`src/design/fsr_regs.svh`:
```
// Purpose: Offsets, field positions, reset values and codes for the second status register.
// Assumes: Registers are 32-bit aligned words on an AXI4-Lite slave.
// Notes: Definitions only.
`ifndef FSR_REGS_SVH
`define FSR_REGS_SVH
`define FSR_OFF_STATUS2 12'h000
`define FSR_OFF_CMD 12'h004
`define FSR_OFF_PROT 12'h008
`define FSR_OFF_LOCKS 12'h00c
`define FSR_BIT_SUSPEND 7
`define FSR_BIT_INVERT 6
`define FSR_BIT_LOCK3 5
`define FSR_BIT_LOCK2 4
`define FSR_BIT_LOCK1 3
`define FSR_STATUS2_RESET 8'h00
`define FSR_CMD_SUSPEND 8'h75
`define FSR_CMD_RESUME 8'h7a
`define FSR_CMD_RESET_ENABLE 8'h66
`define FSR_CMD_RESET 8'h99
`define FSR_RESP_OKAY 2'b00
`define FSR_RESP_SLVERR 2'b10
`endif

```
`src/design/fsr_pkg.sv`:
```
// Purpose: Types shared by the second status register block.
// Assumes: Nothing beyond SystemVerilog packed structs.
// Notes: Holds types only.
package fsr_pkg;
    typedef struct packed {
        logic suspend;
        logic invert;
        logic [2:0] locks;
    } fsr_status_t;
    typedef struct packed {
        logic granule_select;
        logic direction;
        logic [2:0] field;
    } fsr_prot_t;
endpackage

```
`src/design/fsr_status_two.sv`:
```
// Purpose: Second status register of a serial flash with an AXI4-Lite register port.
// Assumes: Commands and events arrive as one-cycle pulses from logic on sys_clk_i.
// Notes: Reset pins pass through a two-flop synchroniser before use.
//
// The placing of the registers and the AXI4-Lite slave port were left to the implementer.
`timescale 1ns/10ps
`default_nettype none
`include "fsr_regs.svh"

//Contract
//- Suspend command while an operation runs sets suspend flag, bit 7.
//- Resume, reset pin, JEDEC reset or software reset clears suspend flag.
//- Suspend flag hardware only, resets to 0, writes ignored.
//- Invert bit 6 is read/write, resets to 0, 1 reverses protection.
//- With invert set, protected regions unlock and unprotected regions lock.
//- Security register 0 is always locked against programming.
//- Three lock flags are read only and reset to 0.
//- Programming the last byte of a security register sets its flag.
//- Bit 5 is register 3, bit 4 register 2, bit 3 register 1.
//- A set lock flag never clears and blocks further programming; here rst_n_i clears it.
module fsr_status_two (
    input wire logic sys_clk_i,
    input wire logic rst_n_i,
    input wire logic [11:0] s_axi_awaddr,
    input wire logic s_axi_awvalid,
    output logic s_axi_awready,
    input wire logic [31:0] s_axi_wdata,
    input wire logic [3:0] s_axi_wstrb,
    input wire logic s_axi_wvalid,
    output logic s_axi_wready,
    output logic [1:0] s_axi_bresp,
    output logic s_axi_bvalid,
    input wire logic s_axi_bready,
    input wire logic [11:0] s_axi_araddr,
    input wire logic s_axi_arvalid,
    output logic s_axi_arready,
    output logic [31:0] s_axi_rdata,
    output logic [1:0] s_axi_rresp,
    output logic s_axi_rvalid,
    input wire logic s_axi_rready,
    input wire logic cmd_valid_i,
    input wire logic [7:0] cmd_code_i,
    input wire logic op_busy_i,
    input wire logic hw_reset_pin_n_i,
    input wire logic jedec_reset_i,
    input wire logic otp_prog_last_i,
    input wire logic [1:0] otp_prog_sel_i,
    input wire fsr_pkg::fsr_prot_t prot_cfg_i,
    input wire logic [15:0] region_base_prot_i,
    output fsr_pkg::fsr_status_t status_o,
    output logic [15:0] region_prot_o,
    output logic [3:0] otp_prog_block_o
);
    import fsr_pkg::*;

    logic suspend_flag;
    logic protect_invert;
    logic [2:0] otp_lock_flags;
    logic reset_enabled;
    logic [1:0] pin_sync;
    logic [1:0] jedec_sync;
    logic aw_held;
    logic w_held;
    logic [11:0] aw_addr;
    logic [31:0] w_data;
    logic [3:0] w_strb;
    logic sw_cmd_pulse;
    logic [7:0] sw_cmd_code;
    logic hw_reset_evt;
    logic cmd_evt;
    logic [7:0] cmd_evt_code;
    logic do_write;
    logic soft_reset_hit;
    logic suspend_clear;
    logic suspend_set;

    // Software can inject commands through the command register as well as the serial port.
    assign cmd_evt = cmd_valid_i | sw_cmd_pulse;
    assign cmd_evt_code = sw_cmd_pulse ? sw_cmd_code : cmd_code_i;
    assign hw_reset_evt = ~pin_sync[1] | jedec_sync[1];
    assign do_write = aw_held & w_held & ~s_axi_bvalid;
    // A software reset is the enable code alone or the reset code right after it.
    assign soft_reset_hit = cmd_evt && (cmd_evt_code == `FSR_CMD_RESET_ENABLE ||
                                        (cmd_evt_code == `FSR_CMD_RESET && reset_enabled));
    assign suspend_clear = hw_reset_evt || (cmd_evt && cmd_evt_code == `FSR_CMD_RESUME) ||
                           soft_reset_hit;
    assign suspend_set = cmd_evt && cmd_evt_code == `FSR_CMD_SUSPEND && op_busy_i;

    function automatic logic [31:0] status_word(input logic s, input logic i,
                                                input logic [2:0] l);
        logic [31:0] w;
        w = 32'h0000_0000;
        w[`FSR_BIT_SUSPEND] = s;
        w[`FSR_BIT_INVERT] = i;
        w[`FSR_BIT_LOCK3:`FSR_BIT_LOCK1] = l;
        return w;
    endfunction

    function automatic logic addr_mapped(input logic [11:0] a);
        return (a == `FSR_OFF_STATUS2) || (a == `FSR_OFF_CMD) ||
               (a == `FSR_OFF_PROT) || (a == `FSR_OFF_LOCKS);
    endfunction

    // Inversion is a plain per-region flip; the region decode itself lives outside.
    function automatic logic [15:0] apply_invert(input logic inv, input logic [15:0] base);
        return inv ? ~base : base;
    endfunction

    // The pin idles high, so its flops reset high and no false clear follows reset.
    always_ff @(posedge sys_clk_i or negedge rst_n_i) begin
        if (!rst_n_i) begin
            pin_sync <= 2'h3;
        end else begin
            pin_sync <= {pin_sync[0], hw_reset_pin_n_i};
        end
    end

    // The bus reset arrives from another domain and is only read after the second flop.
    always_ff @(posedge sys_clk_i or negedge rst_n_i) begin
        if (!rst_n_i) begin
            jedec_sync <= 2'h0;
        end else begin
            jedec_sync <= {jedec_sync[0], jedec_reset_i};
        end
    end

    // The reset code needs the enable code right before it; any other code disarms it.
    always_ff @(posedge sys_clk_i or negedge rst_n_i) begin
        if (!rst_n_i) begin
            reset_enabled <= 1'b0;
        end else if (cmd_evt) begin
            reset_enabled <= (cmd_evt_code == `FSR_CMD_RESET_ENABLE);
        end
    end

    // Clear wins over set, so a reset that lands with a suspend never leaves the flag up.
    always_ff @(posedge sys_clk_i or negedge rst_n_i) begin
        if (!rst_n_i) begin
            suspend_flag <= 1'b0;
        end else if (suspend_clear) begin
            suspend_flag <= 1'b0;
        end else if (suspend_set) begin
            suspend_flag <= 1'b1;
        end
    end

    // Only byte lane 0 carries the bit; the other lanes are ignored.
    always_ff @(posedge sys_clk_i or negedge rst_n_i) begin
        if (!rst_n_i) begin
            protect_invert <= 1'b0;
        end else if (do_write && aw_addr == `FSR_OFF_STATUS2 && w_strb[0]) begin
            protect_invert <= w_data[`FSR_BIT_INVERT];
        end
    end

    // Flags are sticky; a real part keeps them in nonvolatile cells, here only reset clears.
    always_ff @(posedge sys_clk_i or negedge rst_n_i) begin
        if (!rst_n_i) begin
            otp_lock_flags <= 3'h0;
        end else if (otp_prog_last_i && otp_prog_sel_i != 2'h0) begin
            otp_lock_flags[otp_prog_sel_i - 2'h1] <= 1'b1;
        end
    end

    // Status leaves through a flop so the port never shows a half-updated flag set.
    always_ff @(posedge sys_clk_i or negedge rst_n_i) begin
        if (!rst_n_i) begin
            status_o <= '0;
        end else begin
            status_o <= '{suspend: suspend_flag, invert: protect_invert, locks: otp_lock_flags};
        end
    end

    always_ff @(posedge sys_clk_i or negedge rst_n_i) begin
        if (!rst_n_i) begin
            region_prot_o <= 16'h0000;
        end else begin
            region_prot_o <= apply_invert(protect_invert, region_base_prot_i);
        end
    end

    // Register 0 stays blocked even in reset, since its content is fixed at manufacture.
    always_ff @(posedge sys_clk_i or negedge rst_n_i) begin
        if (!rst_n_i) begin
            otp_prog_block_o <= 4'h1;
        end else begin
            otp_prog_block_o <= {otp_lock_flags, 1'b1};
        end
    end

    // Address channel: ready pulses for one cycle so a held valid is taken only once.
    always_ff @(posedge sys_clk_i or negedge rst_n_i) begin
        if (!rst_n_i) begin
            aw_held <= 1'b0;
            aw_addr <= 12'h000;
            s_axi_awready <= 1'b0;
        end else if (do_write) begin
            aw_held <= 1'b0;
            s_axi_awready <= 1'b0;
        end else if (s_axi_awvalid && s_axi_awready) begin
            aw_held <= 1'b1;
            aw_addr <= s_axi_awaddr;
            s_axi_awready <= 1'b0;
        end else begin
            s_axi_awready <= ~aw_held & ~s_axi_awready & ~s_axi_bvalid;
        end
    end

    // Data channel mirrors the address channel; either may arrive first.
    always_ff @(posedge sys_clk_i or negedge rst_n_i) begin
        if (!rst_n_i) begin
            w_held <= 1'b0;
            w_data <= 32'h0000_0000;
            w_strb <= 4'h0;
            s_axi_wready <= 1'b0;
        end else if (do_write) begin
            w_held <= 1'b0;
            s_axi_wready <= 1'b0;
        end else if (s_axi_wvalid && s_axi_wready) begin
            w_held <= 1'b1;
            w_data <= s_axi_wdata;
            w_strb <= s_axi_wstrb;
            s_axi_wready <= 1'b0;
        end else begin
            s_axi_wready <= ~w_held & ~s_axi_wready & ~s_axi_bvalid;
        end
    end

    // The response waits for both halves, so a lone address never commits a write.
    always_ff @(posedge sys_clk_i or negedge rst_n_i) begin
        if (!rst_n_i) begin
            s_axi_bvalid <= 1'b0;
            s_axi_bresp <= `FSR_RESP_OKAY;
        end else if (do_write) begin
            s_axi_bvalid <= 1'b1;
            s_axi_bresp <= addr_mapped(aw_addr) ? `FSR_RESP_OKAY : `FSR_RESP_SLVERR;
        end else if (s_axi_bvalid && s_axi_bready) begin
            s_axi_bvalid <= 1'b0;
        end
    end

    // A command written by software acts one cycle after the write is committed.
    always_ff @(posedge sys_clk_i or negedge rst_n_i) begin
        if (!rst_n_i) begin
            sw_cmd_pulse <= 1'b0;
            sw_cmd_code <= 8'h00;
        end else begin
            sw_cmd_pulse <= do_write && aw_addr == `FSR_OFF_CMD && w_strb[0];
            if (do_write && aw_addr == `FSR_OFF_CMD) begin
                sw_cmd_code <= w_data[7:0];
            end
        end
    end

    // Reads answer one cycle after the address is taken; arready stays low while data waits.
    always_ff @(posedge sys_clk_i or negedge rst_n_i) begin
        if (!rst_n_i) begin
            s_axi_arready <= 1'b0;
            s_axi_rvalid <= 1'b0;
            s_axi_rdata <= 32'h0000_0000;
            s_axi_rresp <= `FSR_RESP_OKAY;
        end else if (s_axi_rvalid) begin
            if (s_axi_rready) begin
                s_axi_rvalid <= 1'b0;
            end
        end else if (s_axi_arvalid && s_axi_arready) begin
            s_axi_arready <= 1'b0;
            s_axi_rvalid <= 1'b1;
            s_axi_rresp <= `FSR_RESP_OKAY;
            unique case (s_axi_araddr)
                `FSR_OFF_STATUS2: begin
                    s_axi_rdata <= status_word(suspend_flag, protect_invert, otp_lock_flags);
                end
                `FSR_OFF_CMD: begin
                    s_axi_rdata <= {24'h000000, sw_cmd_code};
                end
                `FSR_OFF_PROT: begin
                    s_axi_rdata <= {27'h0000000, prot_cfg_i};
                end
                `FSR_OFF_LOCKS: begin
                    s_axi_rdata <= {28'h0000000, otp_lock_flags, 1'b1};
                end
                default: begin
                    s_axi_rdata <= 32'h0000_0000;
                    s_axi_rresp <= `FSR_RESP_SLVERR;
                end
            endcase
        end else begin
            s_axi_arready <= 1'b1;
        end
    end
endmodule
`default_nettype wire

```
`config.mk`:
```
export PLATFORM = sky130hd
export DESIGN_NAME = fsr_status_two
export DESIGN_NICKNAME = d
export VERILOG_FILES = /design/src/design/fsr_pkg.sv /design/src/design/fsr_status_two.sv
export VERILOG_INCLUDE_DIRS = /design/src /design/src/design
export SDC_FILE = /design/constraint.sdc
export NUM_CORES = 1
export LEC_CHECK = 0
export ABC_AREA = 1
export BUFFER_PORTS_ARGS = -buffer_cell sky130_fd_sc_hd__clkbuf_2
export CAP_MARGIN = 30
export CORE_MARGIN = 2
export CORE_UTILIZATION = 47
export DETAILED_ROUTE_END_ITERATION = 8
export PLACE_DENSITY_LB_ADDON = 0.08
export SLEW_MARGIN = 40
export SYNTH_ARGS = -nofsm -noshare
export SYNTH_HDL_FRONTEND = slang
export SYNTH_SLANG_ARGS = --single-unit
```
`constraint.sdc`:
```
create_clock -name sys_clk_i -period 1.7 [get_ports sys_clk_i]
set_clock_uncertainty 0.1 [all_clocks]
set_input_delay 0.34 -clock sys_clk_i [delete_from_list [all_inputs] [get_ports sys_clk_i]]
set_output_delay 0.34 -clock sys_clk_i [all_outputs]
set_load 0.01 [all_outputs]
```
Word level (Yosys, flattened, before mapping) --
Index checks and enable logic that the tools add are counted.
Word-level totals: word-level logic and storage cells 111, output and inout port bits 66, register bits 104, bits of input ports 103
Cells by class: $lt $le $gt $ge 2, bitwise operators 18, add/sub/neg operators 1, eq/ne operators 10, mux-type cells 23, reductions and logical operators 32
Operator list (number):
- 12-bit by 4-bit == test with 1-bit output (second input constant) | 4
- 8-bit case mux with 4 select lines | 1
- 12-bit by 3-bit == test with 1-bit output (second input constant) | 2
- 8-bit by 7-bit == test with 1-bit output (second input constant) | 3
- 12-bit zero test | 2
- 1-bit two-way mux | 17
- 16-bit two-way mux | 1
- 16-bit inverter | 1
- 1-bit logical AND | 15
- 2-bit nonzero test | 5
- 8-bit == test (second input constant) | 1
- 8-bit two-way mux | 1
- 1-bit inverter | 8
- 1-bit bitwise AND | 6
- 1-bit logical OR | 6
- 2-bit AND reduction | 3
- 2-bit two-way mux | 2
- 4-bit OR reduction | 1
- 2-bit by 3-bit < comparator with 1-bit output (second input constant) | 1
- 3-bit OR | 1
- 1-bit demux with 2-bit select | 1
- 2-bit by 1-bit greater-or-equal comparator with 1-bit output (second input constant) | 1
- 1-bit OR | 2
- 2-bit by 1-bit subtractor with 2-bit output (second input constant) | 1

Longest topological paths before layout --
Gate-level depths: netlist of the first run.
word-level depth 7, mapped depth 10, depth with buffers taken out 9

Worst setup path before layout of the first run --
OpenSTA, ideal clock, no wires.
kind flip-flop to flip-flop, start point register s_axi_bvalid, end point register aw_addr[10], setup time 0.125 ns, cell stages (with the launch flop) 6, path slack 0.234 ns, period minus slack after synthesis 1.466 ns, required time 1.475 ns, arrival 1.241 ns, cell sequence dfrtp_1 nor2_4 inv_4 nand3_4 buf_8 mux2_4
Between the ends: cells in the longest elaborated chain, start to end 4
Ends and longest elaborated chain:
- start, declared | RTL line fsr_status_two.sv:32 | output logic s_axi_bvalid,
- start signal, assigned | RTL line fsr_status_two.sv:232 | s_axi_bvalid <= 1'b0;
- start signal, assigned | RTL line fsr_status_two.sv:235 | s_axi_bvalid <= 1'b1;
- start signal, assigned | RTL line fsr_status_two.sv:238 | s_axi_bvalid <= 1'b0;
- 1-bit inverter | RTL line fsr_status_two.sv:81 | assign do_write = aw_held & w_held & ~s_axi_bvalid;
- 1-bit bitwise AND | RTL line fsr_status_two.sv:81
- 1-bit inverter (no line)
- 2-bit AND reduction (no line)
- end signal, assigned | RTL line fsr_status_two.sv:202 | aw_addr <= s_axi_awaddr;
- end, declared | RTL line fsr_status_two.sv:64 | logic [11:0] aw_addr;
No other way between the ends. A chain may end at the register's enable or synchronous reset.

Worst setup path in the final report of the first run --
start point register sw_cmd_pulse, end point register suspend_flag
Between the ends: cells in the longest elaborated chain, start to end 7, elaborated cells on any way between the ends 16, classes of those cells eq/ne: 4; mux: 2; bitwise: 1; reduce/logical: 9
Ends and longest elaborated chain:
- start, declared | RTL line fsr_status_two.sv:67 | logic sw_cmd_pulse;
- start signal, assigned | RTL line fsr_status_two.sv:248 | sw_cmd_pulse <= do_write && aw_addr == `FSR_OFF_CMD && w_strb[0];
- 8-bit two-way mux | RTL line fsr_status_two.sv:79 | assign cmd_evt_code = sw_cmd_pulse ? sw_cmd_code : cmd_code_i;
- 8-bit == test (no line)
- 1-bit logical AND | RTL line fsr_status_two.sv:84 | (cmd_evt_code == `FSR_CMD_RESET && reset_enabled));
- 1-bit logical OR | RTL line fsr_status_two.sv:83 | assign soft_reset_hit = cmd_evt && (cmd_evt_code == `FSR_CMD_RESET_ENABLE ||
- 1-bit logical AND | RTL line fsr_status_two.sv:83
- 1-bit logical OR | RTL line fsr_status_two.sv:85 | assign suspend_clear = hw_reset_evt || (cmd_evt && cmd_evt_code == `FSR_CMD_RESUME) ||
- 1-bit two-way mux / 2-bit nonzero test (equally long branches)
- end signal, assigned | RTL line fsr_status_two.sv:139 | suspend_flag <= 1'b0;
- end signal, assigned | RTL line fsr_status_two.sv:141 | suspend_flag <= 1'b0;
- end signal, assigned | RTL line fsr_status_two.sv:143 | suspend_flag <= 1'b1;
- end, declared | RTL line fsr_status_two.sv:56 | logic suspend_flag;
Several ways; a longest one is shown, not always the timed one.

==> flow_summary.toml, run 1 <==
[run_status]
status = "finished clean"

[placed_design]
hpwlAfterDp_um = 5620
dp_slack_ps = 126
placedCellCount = 614
io_buffers = 114
routabilityCongestion = 0.891

[pwr]
clkPwrFrac_pct = 27.2
internal_power_uw = 3290
p_seq_share_pct = 50.1
p_switching_uw = 1550
netSwitchingFraction_pct = 32.0
vdd_drop_max_mv = 0.769
p_comb_share_pct = 22.7
power_density_mw_per_mm2 = 1060
leakagePower_uw = 0.00251

[clock_tree]
post-cts-setup-buffer-count = 0
clockRootBuffer = "clkbuf_8"
clk_latency_ps = 360
htree_levels = 3
clock_sinks = 78
cts_buffers = 9
cts_tree = "yes"
cts.clk_slew.worst_paths_ps = 90
clk_path_buf_depth = 2

[timing]
slew_viol_final = 0
max_freq_mhz = 650
fin_crit_ps = 1540
worst_slack_ps = 161
setup-violations-final = 0
holdWs_ps = 42.2
finalHoldViolations = 0
setup_tns_ps = 0
post-route-period-util_pct = 90.5
grt_setup_unrepaired = "no"

[worst_setup_path]
crit_type = "reg2reg"
endpoint_kind = "flip-flop"
crit_required_ps = 1890
cp.arrival_ps = 1730
startpoint_type = "flip-flop"
cp_top_family = "simple AND/OR/NAND/NOR gates"
crit_buf_inv = 1
critPathMostFrequentCell = "nand2_1"
cp_max_fo = 14
crit_chain = "inv_4 -> nand2_1 -> nand2_1 -> nand2_1 -> nor2_1 -> nand3_1 -> nand2_1 -> nand2_1 -> a21oi_2"
slowest_delay_ps = 520
slowest_stage = "dfrtp_1"

[final_layout]
areaGrowthSynthToFinish_pct = 21.5
final_cells = 633
seqCellArea_sq_mm = 0.00195
drive_gt1_share_pct = 33.5
n_antenna_cell = 0
multi_input_area_sq_mm = 0.00143
final_nets = 629
fillers = 716

[routing]
vias_per_cell = 4.44
drtIter0Drc = 96
drt_first_pass_iters = 4
drtAntennaViolNets = 0
route.final.wire_length_um = 7190
vias = 2810
route.detailed.drc = 0
post_drt_wl_per_cell_um = 11.4

[die]
die_h_um = 93.3
coreArea_sq_mm = 0.00773
num_rows = 32
initial_utilization_pct = 48.5
pin_count = 169
dieWidth_um = 93.3
die-area_sq_mm = 0.00870

[synthesis]
synth_seq_area_share_pct = 52.2
synth_cells = 403
yosys.area.top_type_share_pct = 50.8
synth_cell_type_count = 38
syn_area_sq_mm = 0.00375
synthTopCellsByArea = "dfrtp_1 (51%), nand2_1 (11%), buf_4 (6.2%)"
yosysWarnings = 0
syn_avg_cell_area_sq_um = 9.30
ys_ff_latch = 78
synth_largest_area_cell = "dfrtp_1"

[worst_hold_path]
hold_class = "in2reg"

[global_routing]
overflow = 0
grt_start_max_net_pins = 35
grt.total_usage_pct = 18.4
grt_antenna_before_repair = 0
grt_pass1_wl_um = 12400
grt_pass1_vias = 2785

[flow_run]
max_cap_viol_count = 0
cell usage in the layout, fill, tap and decap left out, types with 2 or more instances in the layout:
| cell type | n |
|---|---|
| xor2_1 | 16 |
| dfstp_2 | 2 |
| nor3_1 | 5 |
| nor3_2 | 2 |
| nor2_4 | 2 |
| nand3_1 | 21 |
| inv_1 | 38 |
| inv_6 | 4 |
| inv_4 | 2 |
| buf_12 | 2 |
| conb_1 | 27 |
| mux2_2 | 4 |
| dfrtp_1 | 76 |
| nand3_2 | 3 |
| dlygate4sd3_1 | 3 |
| nand2_2 | 3 |
| a21oi_1 | 4 |
| buf_4 | 8 |
| o21ai_1 | 5 |
| nor2_1 | 27 |
| mux2_4 | 7 |
| o21ai_0 | 12 |
| nand2_1 | 112 |
| o22ai_1 | 2 |
| clkbuf_8 | 9 |
| o21ai_2 | 6 |
| clkbuf_2 | 113 |
power groups by stage:
stage,logic (uW),clock network (uW),registers (uW)
6_report,1100,1320,2420
3_5_place_dp,1110,0,2460
5_1_grt,1250,1450,2470
4_1_cts,1120,1360,2420
2_1_floorplan,793,0,2450
3_3_place_gp,1080,0,2450
kinds of logic after synthesis:
logic type                after synthesis  share of synthesized area (%)
DFF                                    78                           52.2
AOI/OAI and AO/OA                      32                           5.18
other                                   2                          0.200
and+or+nand+nor                       184                           22.3
buffers and inverters                  80                           12.4
xor gates and xnor gates               16                           3.74
muxes                                  11                           4.01
flip-flops by register name, summed over array words and instances (netlist names), 2 cells and up:
name	cells
region_prot_o	16
aw_addr	12
s_axi_rdata	8
sw_cmd_code	8
w_data	8
otp_lock_flags	3
otp_prog_block_o	3
jedec_sync	2
pin_sync	2
status_o	2
stage by stage:
stage	util [%]	cell area (sq um)	total power, uW
2_1_floorplan	-	3840	3250
3_3_place_gp	56.0	4330	3530
3_5_place_dp	56.0	4330	3570
4_1_cts	58.8	4540	4910
5_1_grt	58.9	4550	5170
6_report	58.9	4550	4840
layer usage:
metal  vias up  GRT usage (%)  wire length, um
met5         -              0                0
met4         0           6.00               94
met3        10           7.25              615
met2        88           29.4             3420
met1      1262           22.7             3060
li1       1450              -                -
cell usage after synthesis (all sizes together):
| cell type | n |
|---|---|
| nand2 | 116 |
| dfrtp | 76 |
| inv | 41 |
| buf | 38 |
| nor2 | 30 |
| nand3 | 25 |
| o21ai | 23 |
| xor2 | 16 |
| mux2 | 11 |
| nor3 | 8 |
| a21oi | 5 |
| conb | 2 |
| dfstp | 2 |
| o22ai | 2 |
| a21boi | 1 |
| and3 | 1 |
| clkbuf | 1 |
| nand4 | 1 |
| nor3b | 1 |
| nor4 | 1 |
| o21bai | 1 |
| or2 | 1 |
area by class of cell:
class                           count  share of cell area (%)
Multi-Input combinational cell    270                    31.4
Clock inverter                      7                    1.37
Timing Repair Buffer              126                    15.3
Inverter                           41                    3.49
Clock buffer                        9                    2.72
Sequential cell                    78                    42.9
Tap cell                          102                    2.80
worst paths after layout:
path	startpoint	endpoint	slack [ps]	cells after the start
min	region_base_prot_i[5]	region_prot_o[5]$_DFF_PN0_	40	2
max in group asynchronous	rst_n_i	sw_cmd_code[5]$_DFFE_PN0P_	660	3
max	sw_cmd_pulse$_DFF_PN0_	suspend_flag$_DFFE_PN0P_	160	9
max reg2reg	sw_cmd_pulse$_DFF_PN0_	suspend_flag$_DFFE_PN0P_	160	9
min reg2reg	jedec_sync[0]$_DFF_PN0_	jedec_sync[1]$_DFF_PN0_	250	0
min in group asynchronous	rst_n_i	otp_prog_block_o[2]$_DFF_PN0_	360	2
timing repair:
item,in CTS,in global routing
gates resized for setup,0,2
hold buffers,3,0
hold endpoints to repair,31,0
endpoints found under the setup margin,0,3
(Power assumes the default switching activity.)
==> run 2: changes to the inputs <==
- CORE_UTILIZATION: 47 -> 49
- CTS_BUF_LIST: not set -> sky130_fd_sc_hd__clkbuf_2
==> run 2 against run 1 <==
Global-route usage up 2.6 points. Design area is 8.2% higher. Sequential share of layout area shrank 3.2 points. Critical path depth down 8. Die area shrank 3.9%. Critical path type is now reg2out. Critical endpoint is now s_axi_bvalid.
==> flow_summary.toml, run 2 (same netlist as run 1, synthesis figures left out) <==
[global_routing]
grt.total_usage_pct = 21.0
grt_pass1_wl_um = 13800
overflow = 0
grt_antenna_before_repair = 0
grt_start_max_net_pins = 35
grt_pass1_vias = 3043

[clock_tree]
htree_levels = 3
clock_sinks = 78
cts.clk_slew.worst_paths_ps = 220
cts_buffers = 9
clk_latency_ps = 510
clockRootBuffer = "clkbuf_2"
cts_tree = "yes"
post-cts-setup-buffer-count = 0
clk_path_buf_depth = 2

[placed_design]
placedCellCount = 612
io_buffers = 114
dpl_cell_area_sq_mm = 0.00432
hpwlAfterDp_um = 5740
dp_slack_ps = 122
routabilityCongestion = 0.831

[worst_setup_path]
crit_type = "reg2out"
ff2ff_setup_slack_ps = 180
cp_top_family = "flip-flops"
reg2reg_from = "sw_cmd_pulse$_DFF_PN0_"
cp.arrival_ps = 1150
crit_buf_inv = 1
slowest_stage = "dfrtp_2"
endpoint_kind = "output pin"
r2r-end = "suspend_flag$_DFFE_PN0P_"
cp_max_fo = 5
startpoint_type = "flip-flop"
slowest_delay_ps = 500
crit_chain = "clkbuf_2"
rr_worst_depth = 9
crit_required_ps = 1260

[final_layout]
final_area_sq_mm = 0.00492
n_antenna_cell = 0
largest_reg_flops = 16
final_nets = 675
drive_gt1_share_pct = 31.2
final_cell_mix = "clkbuf_2 (123), nand2_1 (112), dfrtp_1 (74)"
reg.largest.list = "region_prot_o: 16 flops, aw_addr: 12 flops"
areaGrowthSynthToFinish_pct = 31.5
final_common_cell = "clkbuf_2"
largest_register = "region_prot_o"
final_cells = 676

[worst_hold_path]
holdPathStages = 5
hold_class = "in2reg"
hold_path_startpoint = "prot_cfg_i[1]"
whs_endpoint = "s_axi_rdata[1]$_DFFE_PN0P_"

[timing]
slew_viol_final = 0
finalHoldViolations = 0
worst_slack_ps = 110
setup_tns_ps = 0
post-route-period-util_pct = 93.6
grt_setup_unrepaired = "no"
fin_crit_ps = 1590
setup-violations-final = 0
max_freq_mhz = 629

[pwr]
netSwitchingFraction_pct = 32.2
p_switching_uw = 1490
vdd_drop_max_mv = 0.765
p_seq_share_pct = 52.6
internal_power_uw = 3130
p_comb_share_pct = 26.1
power_density_mw_per_mm2 = 938
clkPwrFrac_pct = 21.3
leakagePower_uw = 0.00268

[routing]
drtAntennaViolNets = 0
drt_first_pass_iters = 4
route.detailed.drc = 0
drtIter0Drc = 88
route.final.wire_length_um = 8240
post_drt_wl_per_cell_um = 12.2
vias = 2997
vias_per_cell = 4.43

[die]
dieWidth_um = 91.4
die_h_um = 91.4
pin_count = 169
coreArea_sq_mm = 0.00733
num_rows = 31
initial_utilization_pct = 51.1
die-area_sq_mm = 0.00836

[run_status]
status = "finished clean"

[flow_run]
max_cap_viol_count = 0
## run 2: changes by cell type in the layout (fill, tap and decap cells not counted), sizes merged
cell         before  now
clkinv            1    3
dlygate4sd3       3   48
clkinvlp          1    2
buf              10   11
inv              46   41
bufinv            0    1
clkbuf          122  123
## run 2: how the worst max path moves through the flow
| stage | from | to | slack [ps] | cells past startpoint |
|---|---|---|---|---|
| finish | s_axi_bvalid$_DFFE_PN0P_ | s_axi_bvalid | 110 | 1 |
| global route | s_axi_bvalid$_DFFE_PN0P_ | s_axi_bvalid | 5 | 1 |
| CTS | s_axi_bvalid$_DFFE_PN0P_ | s_axi_bvalid | 30 | 1 |
| floorplan | s_axi_bvalid$_DFFE_PN0P_ | aw_addr[10]$_DFFE_PN0P_ | 230 | 5 |
| detailed placement | sw_cmd_pulse$_DFF_PN0_ | suspend_flag$_DFFE_PN0P_ | 120 | 9 |
| global placement | sw_cmd_pulse$_DFF_PN0_ | suspend_flag$_DFFE_PN0P_ | 150 | 9 |
## run 2: power groups by stage
stage / Combinational, uW / Clock [uW] / Sequential [uW]
2_1_floorplan: 793 / 0 / 2450
3_3_place_gp: 1080 / 0 / 2450
3_5_place_dp: 1120 / 0 / 2460
4_1_cts: 1200 / 1020 / 2430
5_1_grt: 1370 / 1100 / 2480
6_report: 1210 / 982 / 2430
## run 2: area by class of cell
cell class	count	area, sq um
Clock buffer	10	50.0
Inverter	41	156
Timing Repair Buffer	172	1140
Sequential cell	78	1960
Clock inverter	6	62.6
Fill cell	603	2410
Tap cell	99	124
Multi-Input combinational cell	270	1430
## run 2: repair_timing
action	CTS	global route
hold buffers	48	0
hold endpoints to repair	99	0
endpoints found under the setup margin	0	9
gates resized for setup	0	4
## run 2: per-layer routing
layer / vias to the layer above / global-route usage, % / share of wire, %
met5: - / 0 / 0
met4: 0 / 6.31 / 1.4
met3: 12 / 5.48 / 5.6
met2: 98 / 36.3 / 51
met1: 1353 / 25.7 / 42
li1: 1534 / - / -
## run 2: tightest hold or removal path: stages
cell and delay [ps]:
clkbuf_2 80, nand3_1 70, nand3_1 60, nand2_1 60
nand2_1 50
## run 2: through the flow
| step | total power (uW) | util, % | hold slack (ps) |
|---|---|---|---|
| floorplan | 3250 | - | -55.6 |
| global placement | 3530 | 58.9 | 229 |
| detailed placement | 3580 | 58.9 | 231 |
| CTS | 4650 | 67.0 | 11.3 |
| global route | 4950 | 67.2 | 9.66 |
| finish | 4620 | 67.2 | 50.2 |
